$ cat src/filt_pkg.sv
/*
 * Shared constants and the bus request type for the discrete input filter block.
 * Assumes a single 100 MHz system clock and a classic Wishbone master.
 */
`default_nettype none

package filt_pkg;

    ////////////////////////////////////////////////////////////////////////////
    localparam int CLK_HZ       = 100_000_000;
    localparam int FILT_STEP_MS = 20;
    localparam int TICK_CYCLES  = CLK_HZ / 1000 * FILT_STEP_MS;
    localparam int NUM_POINTS   = 32;
    localparam int GROUP_SIZE   = 8;
    localparam int CNT_W        = 28;
    localparam int LEN_W        = 5;
    localparam int SET_W        = 7;

    ////////////////////////////////////////////////////////////////////////////
    localparam logic [7:0] OFS_CFG      = 8'h00;
    localparam logic [7:0] OFS_SETTING  = 8'h04;
    localparam logic [7:0] OFS_INPUTS   = 8'h08;
    localparam logic [7:0] OFS_RAW      = 8'h0C;
    localparam logic [7:0] OFS_STATUS   = 8'h10;
    localparam logic [7:0] OFS_IRQ_STAT = 8'h14;
    localparam logic [7:0] OFS_IRQ_MASK = 8'h18;

    localparam int CFG_FLEN_LSB = 0;
    localparam int CFG_SLEN_LSB = 8;
    localparam logic [LEN_W-1:0] AREA_LEN_ON = 5'h10;

    localparam int ST_TB_LOCKED = 0;
    localparam int ST_FILT_ON   = 1;
    localparam int ST_SET_BAD   = 2;
    localparam int ST_NOT_READY = 9;
    localparam int STATUS_USED  = 11;

    localparam int IRQ_TB_ADD  = 0;
    localparam int IRQ_TB_LOST = 1;
    localparam int IRQ_IN_CHG  = 2;
    localparam int IRQ_W       = 3;

    localparam logic [LEN_W-1:0] FLEN_RST    = 5'h00;
    localparam logic [LEN_W-1:0] SLEN_RST    = 5'h00;
    localparam logic [SET_W-1:0] SETTING_RST = 7'h01;
    localparam logic [SET_W-1:0] SETTING_MIN = 7'h01;
    localparam logic [IRQ_W-1:0] MASK_RST    = 3'h0;

    ////////////////////////////////////////////////////////////////////////////
    typedef struct packed {
        logic        cyc;
        logic        stb;
        logic        we;
        logic [7:0]  adr;
        logic [3:0]  sel;
        logic [31:0] dat;
    } wb_req_s;

endpackage : filt_pkg

`default_nettype wire

$ cat src/point_filter.sv
/*
 * One input point: two-stage synchroniser followed by a persistence filter.
 * Assumes the raw level is asynchronous and limit holds steady between writes.
 */
`timescale 1ns/10ps
`default_nettype none

module point_filter #(
    parameter int CNT_W = filt_pkg::CNT_W
) (
    input  wire logic             sys_clk,
    input  wire logic             resetn,
    input  wire logic             raw_pin,
    input  wire logic             enable,
    input  wire logic [CNT_W-1:0] limit,
    output logic                  raw_sync,
    output logic                  filtered
);

    typedef struct packed {
        logic             s1;
        logic             s2;
        logic             filt;
        logic [CNT_W-1:0] cnt;
    } pt_s;

    pt_s st_ff;
    pt_s nxt_st;

    ////////////////////////////////////////////////////////////////////////////
    always_comb begin
        nxt_st    = st_ff;
        nxt_st.s1 = raw_pin;
        nxt_st.s2 = st_ff.s1;
        if (!enable) begin
            nxt_st.filt = st_ff.s2;
            nxt_st.cnt  = '0;
        end else if (st_ff.s2 == st_ff.filt) begin
            nxt_st.cnt = '0;
        end else if (st_ff.cnt >= limit - CNT_W'(1)) begin
            nxt_st.filt = st_ff.s2;
            nxt_st.cnt  = '0;
        end else begin
            nxt_st.cnt = st_ff.cnt + CNT_W'(1);
        end
    end

    always_ff @(posedge sys_clk) begin
        if (!resetn) begin
            st_ff <= '0;
        end else begin
            st_ff <= nxt_st;
        end
    end

    assign raw_sync = st_ff.s2;
    assign filtered = st_ff.filt;
endmodule : point_filter

`default_nettype wire

$ cat src/discrete_input_filter_status.sv
/*
 * Filter and status logic of a 32-point discrete input module, reached by
 * software over a classic Wishbone slave.
 * Assumes raw inputs and the terminal block lock come straight from pins.
 */
`timescale 1ns/10ps
`default_nettype none

module discrete_input_filter_status #(
    parameter int NUM_POINTS  = filt_pkg::NUM_POINTS,
    parameter int CNT_W       = filt_pkg::CNT_W,
    parameter int TICK_CYCLES = filt_pkg::TICK_CYCLES
) (
    input  wire logic                  sys_clk,
    input  wire logic                  resetn,
    input  wire filt_pkg::wb_req_s     wb_req,
    output logic                       wb_ack,
    output logic [31:0]                wb_dat,
    input  wire logic [NUM_POINTS-1:0] raw_in,
    input  wire logic                  tb_locked_pin,
    output logic [NUM_POINTS-1:0]      filtered_in,
    output logic [15:0]                status_word,
    output logic                       irq
);

    typedef struct packed {
        logic                          ack;
        logic [31:0]                   rdat;
        logic [filt_pkg::LEN_W-1:0]    flen;
        logic [filt_pkg::LEN_W-1:0]    slen;
        logic [filt_pkg::SET_W-1:0]    setting;
        logic                          set_bad;
        logic                          seen;
        logic [CNT_W-1:0]              limit;
        logic                          tb1;
        logic                          tb2;
        logic                          tb3;
        logic [NUM_POINTS-1:0]         prev;
        logic [filt_pkg::IRQ_W-1:0]    irq_stat;
        logic [filt_pkg::IRQ_W-1:0]    irq_mask;
        logic                          irq;
        logic [15:0]                   status;
    } st_s;

    st_s                   st_ff;
    st_s                   nxt_st;
    logic [NUM_POINTS-1:0] filt_q;
    logic [NUM_POINTS-1:0] raw_q;
    logic                  filt_en;
    logic                  ready;
    logic                  access;
    logic                  wr_en;
    logic [7:0]            word_adr;
    logic [31:0]           wdat;
    logic [31:0]           rd_val;
    logic [filt_pkg::IRQ_W-1:0] events;

    ////////////////////////////////////////////////////////////////////////////
    // Byte lanes not selected keep their old contents.
    function automatic logic [31:0] lane_merge(
        input logic [31:0] old_v,
        input logic [31:0] new_v,
        input logic [3:0]  sel
    );
        logic [31:0] res;
        res = old_v;
        for (int b = 0; b < 4; b++) begin
            if (sel[b]) begin
                res[8*b +: 8] = new_v[8*b +: 8];
            end
        end
        return res;
    endfunction : lane_merge

    ////////////////////////////////////////////////////////////////////////////
    genvar g;
    generate
        for (g = 0; g < NUM_POINTS; g++) begin : g_point
            point_filter #(
                .CNT_W (CNT_W)
            ) u_point (
                .sys_clk  (sys_clk),
                .resetn   (resetn),
                .raw_pin  (raw_in[g]),
                .enable   (filt_en),
                .limit    (st_ff.limit),
                .raw_sync (raw_q[g]),
                .filtered (filt_q[g])
            );
        end
    endgenerate

    ////////////////////////////////////////////////////////////////////////////
    assign filt_en  = (st_ff.flen == filt_pkg::AREA_LEN_ON);
    // Ready once a setting has arrived; with the filter off nothing waits for one.
    assign ready    = st_ff.seen || !filt_en;
    assign access   = wb_req.cyc && wb_req.stb;
    // A write lands on the edge where the master sees ack, never earlier.
    assign wr_en    = access && wb_req.we && st_ff.ack;
    assign word_adr = {wb_req.adr[7:2], 2'b00};
    assign wdat     = wb_req.dat;

    always_comb begin
        rd_val = 32'h0000_0000;
        if (word_adr == filt_pkg::OFS_CFG) begin
            rd_val[filt_pkg::CFG_FLEN_LSB +: filt_pkg::LEN_W] = st_ff.flen;
            rd_val[filt_pkg::CFG_SLEN_LSB +: filt_pkg::LEN_W] = st_ff.slen;
        end else if (word_adr == filt_pkg::OFS_SETTING) begin
            rd_val[filt_pkg::SET_W-1:0] = st_ff.setting;
        end else if (word_adr == filt_pkg::OFS_INPUTS) begin
            rd_val[NUM_POINTS-1:0] = filt_q;
        end else if (word_adr == filt_pkg::OFS_RAW) begin
            rd_val[NUM_POINTS-1:0] = raw_q;
        end else if (word_adr == filt_pkg::OFS_STATUS) begin
            rd_val[15:0] = st_ff.status;
        end else if (word_adr == filt_pkg::OFS_IRQ_STAT) begin
            rd_val[filt_pkg::IRQ_W-1:0] = st_ff.irq_stat;
        end else if (word_adr == filt_pkg::OFS_IRQ_MASK) begin
            rd_val[filt_pkg::IRQ_W-1:0] = st_ff.irq_mask;
        end else begin
            rd_val = 32'h0000_0000;
        end
    end

    always_comb begin
        events = '0;
        events[filt_pkg::IRQ_TB_ADD]  = st_ff.tb2 && !st_ff.tb3;
        events[filt_pkg::IRQ_TB_LOST] = !st_ff.tb2 && st_ff.tb3;
        events[filt_pkg::IRQ_IN_CHG]  = |(filt_q ^ st_ff.prev);
    end

    ////////////////////////////////////////////////////////////////////////////
    always_comb begin
        logic [31:0] merged;
        logic [filt_pkg::SET_W-1:0] new_set;
        merged  = 32'h0000_0000;
        new_set = '0;
        nxt_st  = st_ff;

        nxt_st.ack  = access && !st_ff.ack;
        nxt_st.rdat = (access && !st_ff.ack) ? rd_val : st_ff.rdat;

        nxt_st.tb1  = tb_locked_pin;
        nxt_st.tb2  = st_ff.tb1;
        nxt_st.tb3  = st_ff.tb2;
        nxt_st.prev = filt_q;

        if (wr_en) begin
            if (word_adr == filt_pkg::OFS_CFG) begin
                merged = lane_merge(rd_val, wdat, wb_req.sel);
                nxt_st.flen = merged[filt_pkg::CFG_FLEN_LSB +: filt_pkg::LEN_W];
                nxt_st.slen = merged[filt_pkg::CFG_SLEN_LSB +: filt_pkg::LEN_W];
            end else if (word_adr == filt_pkg::OFS_SETTING) begin
                merged  = lane_merge(rd_val, wdat, wb_req.sel);
                new_set = merged[filt_pkg::SET_W-1:0];
                // A zero setting is out of range; fall back to the shortest time.
                nxt_st.set_bad = (new_set == '0);
                nxt_st.setting = (new_set == '0) ? filt_pkg::SETTING_MIN : new_set;
                nxt_st.seen    = 1'b1;
            end else if (word_adr == filt_pkg::OFS_IRQ_MASK) begin
                merged = lane_merge(rd_val, wdat, wb_req.sel);
                nxt_st.irq_mask = merged[filt_pkg::IRQ_W-1:0];
            end
        end

        // Write-one-to-clear, with a fresh event winning over the clear.
        if (wr_en && word_adr == filt_pkg::OFS_IRQ_STAT && wb_req.sel[0]) begin
            nxt_st.irq_stat = (st_ff.irq_stat & ~wdat[filt_pkg::IRQ_W-1:0]) | events;
        end else begin
            nxt_st.irq_stat = st_ff.irq_stat | events;
        end
        nxt_st.irq = |(nxt_st.irq_stat & nxt_st.irq_mask);

        // Registering the product keeps the multiplier off the points' compare path.
        // A new limit thus reaches the points two edges after a setting write.
        nxt_st.limit = CNT_W'(st_ff.setting) * CNT_W'(TICK_CYCLES);

        nxt_st.status = 16'h0000;
        if (st_ff.slen == filt_pkg::AREA_LEN_ON) begin
            nxt_st.status[filt_pkg::ST_TB_LOCKED] = st_ff.tb2;
            nxt_st.status[filt_pkg::ST_FILT_ON]   = filt_en;
            nxt_st.status[filt_pkg::ST_SET_BAD]   = st_ff.set_bad;
            nxt_st.status[filt_pkg::ST_NOT_READY] = !ready;
        end
    end

    always_ff @(posedge sys_clk) begin
        if (!resetn) begin
            st_ff          <= '0;
            st_ff.flen     <= filt_pkg::FLEN_RST;
            st_ff.slen     <= filt_pkg::SLEN_RST;
            st_ff.setting  <= filt_pkg::SETTING_RST;
            st_ff.irq_mask <= filt_pkg::MASK_RST;
        end else begin
            st_ff <= nxt_st;
        end
    end

    ////////////////////////////////////////////////////////////////////////////
    assign wb_ack      = st_ff.ack;
    assign wb_dat      = st_ff.rdat;
    assign filtered_in = filt_q;
    assign status_word = st_ff.status;
    assign irq         = st_ff.irq;
endmodule : discrete_input_filter_status

`default_nettype wire

$ cat config.mk
export PLATFORM = sky130hd
export DESIGN_NAME = discrete_input_filter_status
export DESIGN_NICKNAME = d
export VERILOG_FILES = /design/src/filt_pkg.sv /design/src/point_filter.sv /design/src/discrete_input_filter_status.sv
export SDC_FILE = /design/constraint.sdc
export NUM_CORES = 2
export LEC_CHECK = 0
export ABC_CLOCK_PERIOD_IN_PS = 10000
export BUFFER_PORTS_ARGS = -buffer_cell sky130_fd_sc_hd__buf_4
export CORE_ASPECT_RATIO = 1.2
export CORE_MARGIN = 2
export CORE_UTILIZATION = 30
export CTS_BUF_LIST = sky130_fd_sc_hd__clkbuf_4
export CTS_CLUSTER_SIZE = 40
export DETAILED_ROUTE_END_ITERATION = 10
export GPL_TIMING_DRIVEN = 0
export PLACE_DENSITY = 0.45
export SYNTH_ARGS = -nofsm -noshare
export SYNTH_HDL_FRONTEND = slang
export SYNTH_SLANG_ARGS = --single-unit
$ cat constraint.sdc
create_clock -name sys_clk -period 10 [get_ports sys_clk]
set_clock_uncertainty 0.15 [all_clocks]
set_input_delay 1 -clock sys_clk [delete_from_list [all_inputs] [get_ports sys_clk]]
set_output_delay 1 -clock sys_clk [all_outputs]
set_load 0.01 [all_outputs]
==> results by group <==
Setup path
  • Worst r2r dst: g_point[20].u_point.st_ff[12]
  • Worst Path Max Fanout: 18
  • WP data arrival: 7.84 ns
  • Critical path class: flop to flop
  • Slowest CP cell: dfxtp_4
  • CP max stage delay: roughly 0.75 ns
  • FF-to-FF path depth: 20
  • Startpoint type of the worst setup path: flop
  • R2r setup slk: 3.28 ns
  • Worst Path Required: roughly 11 ns
  • Critical-path cell list: buf_16 > inv_1 > ha_4 > nand3_1 > or3_1 > or3_1 > or2_1 > nor2_1 > xnor2_2 > buf_8 > ha_1 > a2111oi_0 > o221ai_1 > o2111ai_1 > o41ai_1 > a2111oi_0 > a2111o_1 > nand4_1 > buf_2 > nor2_1
  • Reg-to-Reg Start: st_ff[65]
  • CP Capture Type: flop

Power
  • P per Cell Area: 128.8 nW/µm²
  • Leak: around 29 nW
  • VDD IR max: 0.08787 mV

Synth
  • Yosys reg bits: ~1100
  • Cells after Synth: 6911
  • Post-synth top area share: 0.3626
  • Syn Std Cell Area: 61330 µm²
  • Top FF cell, synth: dfxtp_1
  • Total number of yosys warnings: 0
  • Largest area contributor in the netlist: dfxtp_1
  • Synth top area cells: dfxtp_1, ha_1, xor2_1, nor2_1, xnor2_1
  • Avg Cell Area, Syn: 8.874 µm²
  • Ys async rst share: 0
  • Post-synth EDFFs: 0
  • Sequential share of the synthesized area: 0.3626
  • Yosys cell types: 96

Layout
  • Layout cell share with drive strength beyond 1: 0.1142
  • Area Growth Syn to Fin: 16.67%
  • Layout net count: 8282

Min path
  • Worst hold start: wb_req[11]
  • Min-Delay Path Depth: 5
  • Hold endpoint: st_ff[98]
  • Worst Hold Class: primary input to flop

Timing
  • Hold Slack: 0.2008 ns
  • Maximum clock rate: 148.7 MHz
  • Slew @ Worst Pin: between 1 and 1.5 ns
  • Min cycle time layout: 6.725 ns
  • Slew Limit Fails: 0
  • Fin. Hold Viols: 0
  • Final setup margin: 3.275 ns
  • Final Cycle Share: 0.6725
  • Final setup vio count: 0
  • Normalized max-slew margin: 0.04277
  • Unrepaired setup endpoints after global routing: no

Global route
  • Vias in the first global route: 50121
  • GRT overflow: 0
  • GRT Overall Usage: 0.1906
  • First-pass GRT wire length: 303.0 mm
  • Initial antenna violation count: 14
  • Largest net degree at the start of global routing: 19

CTS
  • Clock Pin Slew Worst Setup and Hold Paths: ~0.070 ns
  • CTS tree: built
  • Clock Tree Buf Depth: 4
  • Clock sinks: 1111
  • H-tree Lvls: 5
  • Insertion delay to the later sink of the worst-skew pair: around 1.4 ns
  • Post-CTS setup buffer count: 0
  • Clock root buffer: clkbuf_4
  • Post-CTS Hold Fix Bufs: 48
  • CTS resizes: 0
  • TritonCTS buffer count: ~330

Routing
  • 1st-pass router iterations: 5
  • Via count: approximately 50000
  • WL per Instance: 19.35 µm
  • DRC Markers: 0
  • Post-route ant nets: 0
  • Initial DRC count: approximately 2300
  • Vias per inst: 4.869
  • Post-Route WL: 200.9 mm

Floorplan
  • Die span in x: 416.8 µm
  • Die Height: 499.3 µm
  • Starting Density: 0.3022
  • Std-Cell Rows: 181
  • Die footprint: 208100 µm²
  • Ports: 164
  • CORE AREA: 202900 µm²

Placed design
  • Pre-CTS setup slack: 3.251 ns
  • RePlAce Congestion: around 0.87
  • Detailed placement HPWL: 151.5 mm
  • Port Buf Inserts: 125

Run status
  • Outcome: finished clean

Job
  • Max-cap violations: 0
## cell usage after synthesis (all sizes together), types with 14 or more instances
cell     number
o21ai       101
o41ai        14
nand2b       20
a31oi        19
a21o        106
o21a         34
nand2       460
o211a        17
a211o        14
and3        189
inv         152
mux2i        47
a21oi       185
or3          21
and2        135
nor4         32
buf         155
clkbuf       92
nand4       178
nor3        127
ha          689
and4         71
maj3         34
nor2       1148
xor2        587
o211ai       29
a211oi       45
xnor2       373
nor2b        68
dfxtp      1111
o2111ai      17
nand3       412
## critical path: cells and delay by family, from the launching register on
kind,cells,cell delay [ns]
AO/OA/AOI/OAI,6,1.74
AND/OR/NAND/NOR,7,1.63
buffers and inverters,4,1.13
flip-flops,1,0.75
XOR/XNOR,1,0.68
adder cells (fa/ha/maj),2,0.48
## sequential cells by signal, summed over array words and instances, names as in the netlist
| register | cells |
|---|---|
| g_point.u_point.st_ff | 896 |
| st_ff | 79 |
| g_point.u_point.filtered | 32 |
| g_point.u_point.nxt_st | 32 |
| g_point.u_point.raw_sync | 32 |
| wb_dat | 32 |
| status_word | 4 |
| nxt_st | 2 |
| irq | 1 |
| wb_ack | 1 |
## cell usage in the layout, fill, tap and decap left out, types with 31 or more instances in the layout
cell / n
buf_8: 39
mux2i_1: 47
nand4_1: 177
xor2_1: 579
nand3_1: 411
nand2_1: 460
buf_4: 208
xnor2_1: 363
a21oi_1: 185
buf_2: 59
clkinv_1: 65
clkbuf_1: 91
nor2_1: 1147
dfxtp_1: 1110
and4_1: 71
maj3_1: 31
nor3_1: 127
and3_1: 189
a21o_1: 106
inv_1: 152
dlygate4sd3_1: 48
o21ai_0: 100
a211oi_1: 45
clkbuf_4: 471
o21a_1: 34
nor2b_1: 68
and2_1: 134
ha_1: 688
## metal layers
metal | wire length (µm) | share of wire | GRT usage
met5 | 13 | 0.000065 | 0
met1 | 86070 | 0.43 | 0.2274
met3 | 8205 | 0.041 | 0.03173
met4 | 9274 | 0.046 | 0.08869
met2 | 97330 | 0.48 | 0.3321
## kinds of logic (layout without fill, tap and decap cells)
| logic type | Yosys count | in the layout | share of synthesized area |
|---|---|---|---|
| AND/OR/NAND/NOR | 2914 | 2914 | 0.2255 |
| flip-flops | 1111 | 1111 | 0.3626 |
| XOR/XNOR | 966 | 966 | 0.1394 |
| AO/OA/AOI/OAI | 736 | 736 | 0.08332 |
| adder cells (fa/ha/maj) | 735 | 735 | 0.1501 |
| buffers and inverters | 399 | 1193 | 0.03093 |
| multiplexers | 49 | 49 | 0.008038 |
| other | 1 | 26 | 0.00006114 |
## worst max-delay path by stage
stage,from,endpoint,slack (ns),depth (start not counted)
after floorplan,st_ff[65],g_point[2].u_point.st_ff[10],3.96,18
after global placement,st_ff[65],g_point[9].u_point.st_ff[27],-4.77,14
after detailed placement,st_ff[65],g_point[20].u_point.st_ff[9],3.25,20
after CTS,st_ff[65],g_point[20].u_point.st_ff[14],3.19,20
after global routing,st_ff[65],g_point[20].u_point.st_ff[14],2.92,20
final,st_ff[65],g_point[20].u_point.st_ff[12],3.28,20
## cell type report
type                       instances  area, µm²
multi-input combinational       5412      37460
fill                           21051     131400
tap                             2653       3319
clock inverter                    74      287.8
clock buffer                     471       3536
inverter                         152      570.5
buffer                           247       1329
antenna                           14      35.03
timing repair buffer             249       2775
sequential                      1111      22250
## power by group
part / internal [W] / leakage (nW) / switching, W / total (W)
Clock: 0.00214 / 2.30 / 0.00206 / 0.00420
Combinational: 0.000205 / 17.2 / 0.000331 / 0.000535
Sequential: 0.00445 / 8.97 / 0.0000290 / 0.00448
## stage by stage
step                      cell area, µm²  std cells  utilization  total power [W]  setup TNS, ns
after floorplan                    61370       6922            -         0.004782              0
after global placement             65630       9700       0.3234         0.005023       -3771.66
after detailed placement           67220       9776       0.3313         0.005100              0
after CTS                          71520      10369       0.3525         0.009419              0
after global routing               71540      10378       0.3526         0.009670              0
final                              71560      10383       0.3526         0.009215              0
Power figures use the tool's default switching activity.
